`config.mk`:
```
export PLATFORM = sky130hd
export DESIGN_NAME = smsd_top
export DESIGN_NICKNAME = d
export VERILOG_FILES = /design/src/logic/smsd_pkg.sv /design/src/logic/smsd_top.sv
export VERILOG_INCLUDE_DIRS = /design/src /design/src/logic
export SDC_FILE = /design/constraint.sdc
export NUM_CORES = 2
export LEC_CHECK = 0
export BUFFER_PORTS_ARGS = -buffer_cell sky130_fd_sc_hd__buf_2
export CAP_MARGIN = 5
export CORE_ASPECT_RATIO = 1.25
export CORE_MARGIN = 10
export CORE_UTILIZATION = 60
export CTS_BUF_LIST = sky130_fd_sc_hd__clkbuf_8
export DETAILED_ROUTE_END_ITERATION = 8
export PLACE_DENSITY = 0.78
export SLEW_MARGIN = 20
export SYNTH_ARGS = -nofsm -noshare
export SYNTH_HDL_FRONTEND = slang
export SYNTH_SLANG_ARGS = --single-unit
```
`constraint.sdc`:
```
create_clock -name pclk -period 23.8 [get_ports pclk]
set_input_delay 2.38 -clock pclk [delete_from_list [all_inputs] [get_ports pclk]]
set_output_delay 2.38 -clock pclk [all_outputs]
set_load 0.02 [all_outputs]
```
`src/logic/smsd_map.svh`:
```
// Constants for the status, mask and sweep command decoder
`ifndef SMSD_MAP_SVH
`define SMSD_MAP_SVH
`define SMSD_A_CMD      12'h000
`define SMSD_A_ARG      12'h004
`define SMSD_A_STAT1    12'h008
`define SMSD_A_STAT2    12'h00c
`define SMSD_A_SMASK    12'h010
`define SMSD_A_XMASK    12'h014
`define SMSD_A_STEPSZ   12'h018
`define SMSD_A_NSTEP    12'h01c
`define SMSD_A_FREQ     12'h020
`define SMSD_A_START    12'h024
`define SMSD_A_STOP     12'h028
`define SMSD_A_SWEEP    12'h02c
`define SMSD_A_STEPINC  12'h030
`define SMSD_A_IRQST    12'h034
`define SMSD_A_IRQEN    12'h038
`define SMSD_A_IRQCLR   12'h03c
`define SMSD_A_OUTBYTE  12'h040
`define SMSD_C_SMASK    4'h1
`define SMSD_C_XMASK    4'h2
`define SMSD_C_KNOB     4'h3
`define SMSD_C_RESTART  4'h4
`define SMSD_C_STEPSZ   4'h5
`define SMSD_C_SINGLE   4'h6
`define SMSD_C_MANUAL   4'h7
`define SMSD_C_NSTEP    4'h8
`define SMSD_C_OSTAT    4'h9
`define SMSD_C_UP       4'ha
`define SMSD_C_DOWN     4'hb
`define SMSD_C_NEXT     4'hc
`define SMSD_C_CLEAR    4'hd
`define SMSD_C_AUTO     4'he
`define SMSD_C_START    4'hf
`define SMSD_NSTEP_MIN  16'h000a
`define SMSD_NSTEP_MAX  16'h03e8
`define SMSD_STEP_MIN   36'h0_0000_0001
`define SMSD_STEP_MAX   36'h2_540b_e400
`define SMSD_B_XCHG     2
`define SMSD_B_SYNTAX   5
`define SMSD_B_RQS      6
`define SMSD_B_UNLVL    6
`define SMSD_LATCH2     8'h71
`define SMSD_NSTEP_RST  16'h0191
`define SMSD_STEP_RST   36'h0_000f_4240
`define SMSD_DIV_STEPS  6'h24
`endif

```
`src/logic/smsd_pkg.sv`:
```
// Types for the status, mask and sweep command decoder
package smsd_pkg;
   typedef enum logic [1:0] {
      SMSD_IDLE = 2'b00,
      SMSD_RUN  = 2'b01,
      SMSD_HOLD = 2'b10
   } smsd_sweep_t;
   typedef struct packed {
      logic [7:0] stat1;
      logic [7:0] stat2;
      logic [7:0] smask;
      logic [7:0] xmask;
      logic       xchg_seen;
      logic       read_once;
   } smsd_status_t;
   typedef struct packed {
      smsd_status_t st;
      logic [35:0]  stepsz;
      logic         auto_step;
      logic [15:0]  nstep;
      logic [35:0]  freq;
      logic [35:0]  fstart;
      logic [35:0]  fstop;
      logic [35:0]  stepinc;
      smsd_sweep_t  sweep;
      logic         single_mode;
      logic         manual_mode;
      logic         stepped;
      logic [15:0]  step_idx;
      logic [7:0]   out_byte;
      logic         out_valid;
      logic         out_second;
      logic [2:0]   irq_st;
      logic [2:0]   irq_en;
      logic         irq;
      logic         srq;
      logic [31:0]  prdata;
      logic         pready;
      logic         pslverr;
      logic [7:0]   hw2_q;
      logic         div_busy;
      logic [5:0]   div_cnt;
      logic [35:0]  div_rem;
   } smsd_state_t;
endpackage : smsd_pkg

```
`src/logic/smsd_top.sv`:
```
// Status mask and sweep command decoder with APB register access
`timescale 1ns/1ps
`default_nettype none
`include "smsd_map.svh"
module smsd_top (
   input  wire logic        pclk,
   input  wire logic        presetn,
   input  wire logic        psel,
   input  wire logic        penable,
   input  wire logic        pwrite,
   input  wire logic [11:0] paddr,
   input  wire logic [31:0] pwdata,
   input  wire logic [7:0]  hw_status2,
   input  wire logic        sweep_done,
   output logic [31:0]      prdata,
   output logic             pready,
   output logic             pslverr,
   output logic             srq,
   output logic             irq,
   output logic [35:0]      freq,
   output logic [1:0]       sweep_state,
   output logic [7:0]       out_byte,
   output logic             out_valid
);
   smsd_pkg::smsd_state_t s_reg;
   smsd_pkg::smsd_state_t s_next;
   logic [31:0] arg_reg;

   // Add a signed delta, clamped at zero
   function automatic logic [35:0] smsd_move(input logic [35:0] f, input logic [35:0] d,
                                             input logic up);
      logic [36:0] r;
      r = 37'h0;
      if (up) begin
         r = {1'b0, f} + {1'b0, d};
      end else if (f > d) begin
         r = {1'b0, f} - {1'b0, d};
      end
      return r[35:0];
   endfunction

   function automatic logic [35:0] smsd_span(input logic [35:0] a, input logic [35:0] b);
      return (b > a) ? (b - a) : (a - b);
   endfunction

   logic        acc;
   logic        wr;
   logic        rd;
   logic        mapped;
   logic [3:0]  cmd;
   logic [7:0]  s2_live;
   logic [7:0]  s1_out;
   logic [7:0]  knob;
   logic [35:0] knob_mag;
   logic [35:0] arg36;
   logic [35:0] act_step;

   assign acc = psel & penable & ~s_reg.pready;
   assign wr  = acc & pwrite;
   assign rd  = acc & ~pwrite;
   assign cmd = pwdata[3:0];
   assign knob = arg_reg[7:0];
   assign arg36 = {4'h0, arg_reg};
   // Knob byte: 0x80 is taken as +128, others two's complement
   assign knob_mag = (knob == 8'h80) ? 36'h80 :
                     (knob[7] ? {28'h0, (~knob + 8'h01)} : {28'h0, knob});
   assign act_step = s_reg.auto_step ? (smsd_span(s_reg.fstart, s_reg.fstop) >> 4)
                                     : s_reg.stepsz;
   assign s2_live = s_reg.st.stat2;
   assign s1_out  = s_reg.st.stat1;

   always_ff @(posedge pclk or negedge presetn) begin
      if (!presetn) begin
         arg_reg <= 32'h0;
      end else if (wr && paddr == `SMSD_A_ARG) begin
         arg_reg <= pwdata;
      end
   end

   always_comb begin
      logic [7:0] chg;
      logic       xev;
      logic       synerr;
      logic       do_read;
      logic       sweep_ev;
      logic [35:0] mul;
      chg = 8'h0;
      xev = 1'b0;
      synerr = 1'b0;
      do_read = 1'b0;
      sweep_ev = 1'b0;
      mul = 36'h0;
      s_next = s_reg;
      s_next.pready = acc;
      s_next.pslverr = 1'b0;
      s_next.out_valid = 1'b0;
      s_next.hw2_q = hw_status2;
      // Latched bits hold, others follow live inputs
      s_next.st.stat2 = (s_reg.st.stat2 & `SMSD_LATCH2) | hw_status2;
      chg = (s_next.st.stat2 ^ s_reg.st.stat2) & s_reg.st.xmask;
      xev = |chg;
      // Restoring division span / nstep; stepinc holds a partial quotient while busy
      if (s_reg.div_busy) begin
         mul = {s_reg.div_rem[34:0], s_reg.stepinc[35]};
         s_next.stepinc = {s_reg.stepinc[34:0], 1'b0};
         if (mul >= {20'h0, s_reg.nstep}) begin
            mul = mul - {20'h0, s_reg.nstep};
            s_next.stepinc[0] = 1'b1;
         end
         s_next.div_rem = mul;
         s_next.div_cnt = s_reg.div_cnt - 6'h01;
         if (s_reg.div_cnt == 6'h01) begin
            s_next.div_busy = 1'b0;
         end
      end
      if (s_reg.sweep == smsd_pkg::SMSD_RUN && sweep_done) begin
         s_next.sweep = s_reg.single_mode ? smsd_pkg::SMSD_HOLD : smsd_pkg::SMSD_RUN;
         s_next.freq = s_reg.fstart;
         sweep_ev = 1'b1;
      end
      if (s_reg.out_second) begin
         s_next.out_byte = s_reg.st.stat2;
         s_next.out_valid = 1'b1;
         s_next.out_second = 1'b0;
         do_read = 1'b1;
      end
      if (wr) begin
         case (paddr)
            `SMSD_A_CMD: begin
               case (cmd)
                  `SMSD_C_SMASK: s_next.st.smask = arg_reg[7:0];
                  `SMSD_C_XMASK: s_next.st.xmask = arg_reg[7:0];
                  `SMSD_C_KNOB:  s_next.freq = smsd_move(s_reg.freq,
                                    36'(knob_mag * act_step), ~knob[7] | (knob == 8'h80));
                  `SMSD_C_RESTART: begin
                     s_next.freq = s_reg.fstart;
                     s_next.sweep = s_reg.single_mode ? smsd_pkg::SMSD_HOLD
                                                      : smsd_pkg::SMSD_RUN;
                     s_next.step_idx = 16'h0;
                  end
                  `SMSD_C_STEPSZ: begin
                     if (arg36 >= `SMSD_STEP_MIN && arg36 <= `SMSD_STEP_MAX) begin
                        s_next.stepsz = arg36;
                        s_next.auto_step = 1'b0;
                     end else begin
                        synerr = 1'b1;
                     end
                  end
                  `SMSD_C_AUTO: s_next.auto_step = 1'b1;
                  `SMSD_C_SINGLE: begin
                     s_next.freq = s_reg.fstart;
                     s_next.manual_mode = 1'b0;
                     s_next.single_mode = 1'b1;
                     // First command only arms; later ones start one sweep if none is running, or stop a running sweep in HOLD
                     s_next.sweep = (s_reg.single_mode && s_reg.sweep != smsd_pkg::SMSD_RUN)
                                    ? smsd_pkg::SMSD_RUN : smsd_pkg::SMSD_HOLD;
                  end
                  `SMSD_C_MANUAL: begin
                     s_next.manual_mode = 1'b1;
                     s_next.sweep = smsd_pkg::SMSD_HOLD;
                     s_next.freq = s_reg.fstart;
                  end
                  `SMSD_C_NSTEP: begin
                     if (arg_reg[31:16] == 16'h0 && arg_reg[15:0] >= `SMSD_NSTEP_MIN &&
                         arg_reg[15:0] <= `SMSD_NSTEP_MAX) begin
                        s_next.nstep = arg_reg[15:0];
                        s_next.stepped = 1'b1;
                        s_next.step_idx = 16'h0;
                        s_next.freq = s_reg.fstart;
                        s_next.div_busy = 1'b1;
                        s_next.div_cnt = `SMSD_DIV_STEPS;
                        s_next.div_rem = 36'h0;
                        s_next.stepinc = smsd_span(s_reg.fstart, s_reg.fstop);
                     end else begin
                        synerr = 1'b1;
                     end
                  end
                  `SMSD_C_OSTAT: begin
                     s_next.out_byte = s1_out;
                     s_next.out_valid = 1'b1;
                     s_next.out_second = 1'b1;
                  end
                  `SMSD_C_UP:   s_next.freq = smsd_move(s_reg.freq, act_step, 1'b1);
                  `SMSD_C_DOWN: s_next.freq = smsd_move(s_reg.freq, act_step, 1'b0);
                  `SMSD_C_NEXT: begin
                     if (s_reg.stepped && s_reg.step_idx < s_reg.nstep && !s_reg.div_busy) begin
                        s_next.freq = smsd_move(s_reg.freq, s_reg.stepinc, 1'b1);
                        s_next.step_idx = s_reg.step_idx + 16'h0001;
                     end
                  end
                  `SMSD_C_CLEAR: begin
                     s_next.st.stat1 = 8'h0;
                     s_next.st.stat2 = hw_status2;
                     s_next.st.read_once = 1'b0;
                  end
                  `SMSD_C_START: s_next.fstart = arg36;
                  default: synerr = 1'b1;
               endcase
            end
            `SMSD_A_STOP:   s_next.fstop = arg36;
            `SMSD_A_IRQEN:  s_next.irq_en = pwdata[2:0];
            `SMSD_A_IRQCLR: s_next.irq_st = s_reg.irq_st & ~pwdata[2:0];
            `SMSD_A_ARG: ;
            default: s_next.pslverr = 1'b1;
         endcase
      end
      if (rd && paddr == `SMSD_A_STAT2) begin
         do_read = 1'b1;
      end
      // Second read of the byte releases latched bits
      if (do_read) begin
         if (s_reg.st.read_once) begin
            s_next.st.stat2 = hw_status2;
            s_next.st.read_once = 1'b0;
         end else begin
            s_next.st.read_once = 1'b1;
         end
      end
      // Event sets win over any clear in the same cycle
      if (xev) begin
         s_next.st.stat1[`SMSD_B_XCHG] = 1'b1;
      end
      if (synerr) begin
         s_next.st.stat1[`SMSD_B_SYNTAX] = 1'b1;
         s_next.irq_st[1] = 1'b1;
      end
      if (sweep_ev) begin
         s_next.irq_st[0] = 1'b1;
      end
      s_next.st.stat1[`SMSD_B_RQS] =
         |(s_next.st.stat1 & s_next.st.smask & ~(8'h1 << `SMSD_B_RQS));
      s_next.srq = s_next.st.stat1[`SMSD_B_RQS];
      if (s_next.srq && !s_reg.srq) begin
         s_next.irq_st[2] = 1'b1;
      end
      s_next.irq = |(s_next.irq_st & s_next.irq_en);
      mapped = 1'b1;
      case (paddr)
         `SMSD_A_ARG:     s_next.prdata = arg_reg;
         `SMSD_A_STAT1:   s_next.prdata = {24'h0, s_reg.st.stat1};
         `SMSD_A_STAT2:   s_next.prdata = {24'h0, s_reg.st.stat2};
         `SMSD_A_SMASK:   s_next.prdata = {24'h0, s_reg.st.smask};
         `SMSD_A_XMASK:   s_next.prdata = {24'h0, s_reg.st.xmask};
         `SMSD_A_STEPSZ:  s_next.prdata = s_reg.stepsz[31:0];
         `SMSD_A_NSTEP:   s_next.prdata = {16'h0, s_reg.nstep};
         `SMSD_A_FREQ:    s_next.prdata = s_reg.freq[31:0];
         `SMSD_A_START:   s_next.prdata = s_reg.fstart[31:0];
         `SMSD_A_STOP:    s_next.prdata = s_reg.fstop[31:0];
         `SMSD_A_SWEEP:   s_next.prdata = {24'h0, s_reg.div_busy, s_reg.auto_step,
                                          s_reg.stepped, s_reg.manual_mode,
                                          s_reg.single_mode, 1'b0, s_reg.sweep};
         `SMSD_A_STEPINC: s_next.prdata = s_reg.stepinc[31:0];
         `SMSD_A_IRQST:   s_next.prdata = {29'h0, s_reg.irq_st};
         `SMSD_A_IRQEN:   s_next.prdata = {29'h0, s_reg.irq_en};
         `SMSD_A_OUTBYTE: s_next.prdata = {24'h0, s_reg.out_byte};
         default: begin
            s_next.prdata = 32'h0;
            mapped = 1'b0;
         end
      endcase
      if (rd && !mapped) begin
         s_next.pslverr = 1'b1;
      end
      if (!acc) begin
         s_next.prdata = s_reg.prdata;
      end
   end

   always_ff @(posedge pclk or negedge presetn) begin
      if (!presetn) begin
         s_reg <= '0;
         s_reg.nstep <= `SMSD_NSTEP_RST;
         s_reg.stepsz <= `SMSD_STEP_RST;
      end else begin
         s_reg <= s_next;
      end
   end

   assign prdata = s_reg.prdata;
   assign pready = s_reg.pready;
   assign pslverr = s_reg.pslverr;
   assign srq = s_reg.srq;
   assign irq = s_reg.irq;
   assign freq = s_reg.freq;
   assign sweep_state = s_reg.sweep;
   assign out_byte = s_reg.out_byte;
   assign out_valid = s_reg.out_valid;

   property p_mask_load;
      @(posedge pclk) disable iff (!presetn)
      (wr && paddr == `SMSD_A_CMD && cmd == `SMSD_C_SMASK) |=> (s_reg.st.smask == $past(arg_reg[7:0]));
   endproperty
   a_mask_load: assert property (p_mask_load) else $error("mask not loaded");

   property p_srq_only_enabled;
      @(posedge pclk) disable iff (!presetn)
      srq |-> |(s_reg.st.stat1 & s_reg.st.smask & ~(8'h1 << `SMSD_B_RQS));
   endproperty
   a_srq_only_enabled: assert property (p_srq_only_enabled) else $error("srq without cause");

   property p_ostat_order;
      @(posedge pclk) disable iff (!presetn)
      (wr && paddr == `SMSD_A_CMD && cmd == `SMSD_C_OSTAT) |=> out_valid ##1 out_valid;
   endproperty
   a_ostat_order: assert property (p_ostat_order) else $error("status bytes not sent twice");

   property p_restart;
      @(posedge pclk) disable iff (!presetn)
      (wr && paddr == `SMSD_A_CMD && cmd == `SMSD_C_RESTART) |=> (freq == $past(s_reg.fstart));
   endproperty
   a_restart: assert property (p_restart) else $error("restart did not retrace");

   property p_nstep_range;
      @(posedge pclk) disable iff (!presetn)
      s_reg.nstep >= `SMSD_NSTEP_MIN && s_reg.nstep <= `SMSD_NSTEP_MAX;
   endproperty
   a_nstep_range: assert property (p_nstep_range) else $error("step count out of range");

   property p_bad_arg;
      @(posedge pclk) disable iff (!presetn)
      (wr && paddr == `SMSD_A_CMD && cmd == `SMSD_C_NSTEP && arg_reg > {16'h0, `SMSD_NSTEP_MAX})
         |=> s_reg.st.stat1[`SMSD_B_SYNTAX] && $stable(s_reg.nstep);
   endproperty
   a_bad_arg: assert property (p_bad_arg) else $error("bad step count accepted");

   property p_up_step;
      @(posedge pclk) disable iff (!presetn)
      (wr && paddr == `SMSD_A_CMD && cmd == `SMSD_C_UP && !s_reg.auto_step)
         |=> freq == $past(s_reg.freq) + $past(s_reg.stepsz);
   endproperty
   a_up_step: assert property (p_up_step) else $error("up moved wrong amount");

   property p_unlvl_latch;
      @(posedge pclk) disable iff (!presetn)
      (s_reg.st.stat2[`SMSD_B_UNLVL] && !wr && !rd && !s_reg.out_second)
         |=> s_reg.st.stat2[`SMSD_B_UNLVL];
   endproperty
   a_unlvl_latch: assert property (p_unlvl_latch) else $error("unleveled bit lost");

   // Clears and read releases are left out: they change byte 2 without an event
   property p_xchg_set;
      @(posedge pclk) disable iff (!presetn)
      (!$past(wr) && !$past(rd) && !$past(s_reg.out_second) &&
       (|((s_reg.st.stat2 ^ $past(s_reg.st.stat2)) & $past(s_reg.st.xmask))))
         |-> s_reg.st.stat1[`SMSD_B_XCHG];
   endproperty
   a_xchg_set: assert property (p_xchg_set) else $error("masked change not flagged");

   property p_clear_status;
      @(posedge pclk) disable iff (!presetn)
      (wr && paddr == `SMSD_A_CMD && cmd == `SMSD_C_CLEAR)
         |=> !s_reg.st.stat1[`SMSD_B_SYNTAX] && !s_reg.st.read_once;
   endproperty
   a_clear_status: assert property (p_clear_status) else $error("clear left status");

   property p_div_rem;
      @(posedge pclk) disable iff (!presetn)
      $fell(s_reg.div_busy) |-> (s_reg.div_rem < {20'h0, s_reg.nstep});
   endproperty
   a_div_rem: assert property (p_div_rem) else $error("step division remainder too big");
endmodule // smsd_top
`default_nettype wire

```
# After elaboration in Yosys (flattened, before gate mapping)

Cells that the tools add are included.

Output and inout bits: 83
Bits of input ports: 58
Bits in registers: 366

Add/subtract/negate cells: 11
Bitwise operators: 16
Reductions and logical operators: 39
Multiplexer cells: 73
Order comparisons: 9
$mul: 1
Equality and inequality tests: 38

Operators by type and width:

| cell                                                              | number |
|---|---|
| 32-bit one-hot mux with 15 select lines                           | 1 |
| 36-bit 2-to-1 mux                                                 | 10 |
| 235-bit 2-to-1 mux                                                | 1 |
| 36-bit one-hot mux with 6 select lines                            | 1 |
| 43-bit 2-to-1 mux                                                 | 5 |
| 32-bit 2-to-1 mux                                                 | 6 |
| 126-bit 2-to-1 mux                                                | 1 |
| 12-bit by 6-bit == test with 1-bit output (second input constant) | 8 |
| 36-bit adder                                                      | 2 |
| 67-bit 2-to-1 mux                                                 | 1 |
| 32-bit by 32-bit subtractor with 33-bit output                    | 2 |
| 52-bit 2-to-1 mux                                                 | 1 |
| 12-bit by 5-bit == test with 1-bit output (second input constant) | 4 |
| 16-bit 2-to-1 mux                                                 | 3 |
| 8-bit 2-to-1 mux                                                  | 6 |
| 16-bit one-hot mux with 3 select lines                            | 1 |
| 36-bit by 32-bit adder with 36-bit output                         | 1 |
| 36-bit by 16-bit >= comparator with 1-bit output                  | 1 |
| 36-bit by 32-bit > comparator with 1-bit output                   | 1 |
| 36-bit > comparator                                               | 1 |
| 8-bit by 32-bit multiplier with 36-bit output                     | 1 |
| 36-bit by 16-bit subtractor with 36-bit output                    | 1 |
| 36-bit by 32-bit subtractor with 36-bit output                    | 1 |
| 36-bit subtractor                                                 | 1 |
| 55 further kinds                                                  | 126 |

# Longest topological paths before layout

Depth after elaboration: 14
Depth in mapped cells: 49
Mapped depth without buffers: 45

# Worst setup path before layout

Ideal clock, no wire load.

Kind: reg-to-reg
From: register s_reg[161] (netlist name)
To: register s_reg, in the netlist freq[34]
Slack: 13.511 ns
Arrival time: 10.224 ns
Setup time: 0.065 ns
Buffers on the path: 2
Data required time: 23.735 ns
Period minus slack after synthesis: 10.289 ns
Stages on the path, launching flop included: 44
Cells stage by stage: dfrtp_1 inv_1 ha_1 nor2b_1 o31ai_1 a211o_1 a2111oi_4 o21ai_1 buf_4 or2_2 a2bb2oi_1 xnor2_1 nor2_1 a21oi_1 nor2_1 fa_1 fa_1 fa_1 (+8 left out) or4_1 o21ai_0 a21o_1 a21o_1 a21o_1 xor2_1 ha_1 nor3_1 nand4_1 nand2b_1 a2111oi_0 nor4_1 a211o_1 nor2_1 o221ai_1 o41a_1 a41o_1 nand2_1

RTL lines:

| what                   | line            | text |
|---|---|---|
| from (decl)            | smsd_top.sv:25  | `smsd_pkg::smsd_state_t s_reg;` |
| from (signal assigned) | smsd_top.sv:275 | `s_reg <= s_next;` |

==> impl_metrics.yaml <==
outcome:
  outcome: "finished clean"
grt:
  antenna_found_initial: 5
  track_usage_pct: 37.8
  grt_max_degree: 103
  first_global_vias: 38649
  grt_pass1_wl_mm: 228
  grt-ovfl-total: 0
timing:
  setup_viol: 0
  post-route-min-period_ns: 13.94
  hold_viol_final: 0
  maxSlewViolCount: 0
  finalCritPeriodShare_pct: 58.6
  setup_ws_ns: 9.86
  worstMarginPinSlew_ns: 1.26
  tns_ns: 0
  fmax_mhz: 71.7
  holdWs_ns: 0.473
  skew_ns: 0.0465
  slew-limit-headroom_pct: 15.1
  rsz0062_at_grt: "no"
setup_path:
  critical-path-max-stage-delay_ns: 0.88
  crit_arrival_ns: 14.55
  cpMaxStageDelayCell: "a21oi_1"
  startpoint_type: "register"
  cp.required_ns: 24.41
  cpMostUsedCell: "a21o_1"
  crit_path_max_fanout: 24
  cp-end-kind: "register"
  crit_type: "reg2reg"
floorplanning:
  dieArea_sq_um: 77400
  chipHeight_microns: 309
  num_rows: 105
  die_x_microns: 251
  core_area_sq_um: 65800
  io-pin-count: 141
  initial_core_util_pct: 60.7
placed_design:
  dp_slack_ns: 10.22
  io_buffers: 140
  gp_congestion: 1.07
  dp_hpwl_mm: 116
yosys:
  synth_flop_cell: "dfrtp_1"
  ys_types: 98
  ys_seq_area_share_pct: 22.8
  ys_warn_count: 0
  ys_seq_elements: 364
  async_flop_share_pct: 100
  synth_area_per_cell_sq_um: 8.30
  synth_edf_count: 0
  syn_inst: 4815
  synth_fp_nets: 5377
  synth_area_sq_um: 40000
detailed_routing:
  drcViolationCount: 0
  drt_iter0_markers: 4562
  routedWlPerCell_microns: 26.6
  ant_nets: 0
  drt-total-wl_mm: 151
  drtPass1Iterations: 8
  viasPerCell: 6.84
  vias: 38761
layout:
  register_area_sq_um: 9130
  drive_above_1_share_pct: 10.5
  multi_input_area_sq_um: 27800
  largest_register_ffs: 233
  num-nets-final: 5323
  layout_common_cells: "463 x nor2_1, 429 x inv_1, 360 x a21oi_1"
  area_growth_pct: 5.32
  final_common_cell: "nor2_1"
  fill_cells: 5864
clock_tree:
  clk_pin_slew_ns: 0.08
  postCtsSetupRepairBufs: 0
  numClockSinks: 364
  h-tree-depth: 2
  ctsHoldBuffers: 0
  ctsRootBufferMaster: "clkbuf_8"
  clockBufferDepth: 3
  clkLatencyLatePin_ns: 0.68
  cts_resized: 0
  cts_made_buffers: 54
  tritoncts: "done"
power_and_ir_drop:
  leakagePower_nw: 20.2
  powerDensity_nw_per_um2: 47.0
  peakVddDrop_mv: 0.0787
worst_hold_path:
  hp-class: "reg2reg"
job:
  cap_violations: 0
## cell usage after synthesis (all sizes together), types with 68 or more instances
library cell,instances,area [sq um]
clkbuf,195,732
a21oi,365,1840
ha,321,4020
a31oi,68,425
nor2,475,1780
fa,183,3660
xnor2,121,1060
nand3,82,415
a211oi,75,563
o21ai,302,1520
nand2,318,1190
inv,419,1570
buf,129,837
nor3,88,457
mux2i,95,991
a21o,137,1030
mux2,87,980
nand2b,69,432
dfrtp,353,8830
## area by class of cell
| type | count | area share, % |
|---|---|---|
| multi-input cells | 3708 | 66.2 |
| flip-flops and latches | 364 | 21.7 |
| inverters | 419 | 3.74 |
| repair buffers | 214 | 3.01 |
| well taps | 856 | 2.55 |
| clock buffers | 68 | 2.22 |
| clock inverters | 33 | 0.601 |
| diodes | 3 | 0.0178 |
## where the power goes
part           total, mW  switching [mW]  internal (mW)  leakage [nW]
logic              0.674           0.408          0.266          15.5
clock network      0.568           0.275          0.293         0.662
registers          0.736          0.0712          0.664          4.05
## cell families after synthesis
group | Yosys count | share of synthesized area [%]
flip-flops | 364 | 22.8
multiplexers | 182 | 4.93
adder cells (fa/ha/maj) | 504 | 19.2
AND/OR/NAND/NOR | 1329 | 15.6
XOR/XNOR | 189 | 4.18
AO/OA/AOI/OAI | 1504 | 25.3
buffers and inverters | 743 | 7.86
## routing by layer
layer | vias to the layer above | GRT usage (%) | routed length (microns)
met5 | - | 0 | 39
li1 | 17050 | - | -
met1 | 18754 | 45.1 | 54300
met4 | 6 | 27.3 | 12200
met2 | 2376 | 59.9 | 67800
met3 | 575 | 7.72 | 16200
## worst max-delay path: cells and delay by family, from the launching register on
| family | cells | cell delay [ns] |
|---|---|---|
| compound gates | 18 | 5.94 |
| xor+xnor | 2 | 0.47 |
| simple gates | 9 | 2.68 |
| flops | 1 | 0.38 |
| mux | 1 | 0.42 |
| buf+inv | 5 | 0.79 |
| fa+ha+maj | 7 | 3.14 |
## through the flow
stage / cells / area [sq um] / power [mW] / utilization, %
after floorplan: 4815 / 40000 / 1.21 / -
after global placement: 5561 / 40900 / 1.39 / 62.1
after detailed placement: 5561 / 40900 / 1.40 / 62.1
after CTS: 5662 / 42100 / 1.96 / 63.9
after global routing: 5663 / 42100 / 2.07 / 63.9
final: 5665 / 42100 / 1.98 / 63.9
## path summary, 6_finish.rpt
path	startpoint	endpoint	slack, ns	cells after the start
worst min-delay path	prdata[0]	prdata[0]	0.47	2
worst max register to register	s_reg[186]	freq[34]	9.86	42
max in group asynchronous	presetn	s_reg[147]	19.67	3
worst min register to register	prdata[0]	prdata[0]	0.47	2
min in group asynchronous	presetn	out_byte[2]	1.75	1
worst max-delay path	s_reg[186]	freq[34]	9.86	42
(Power assumes the default switching activity.)
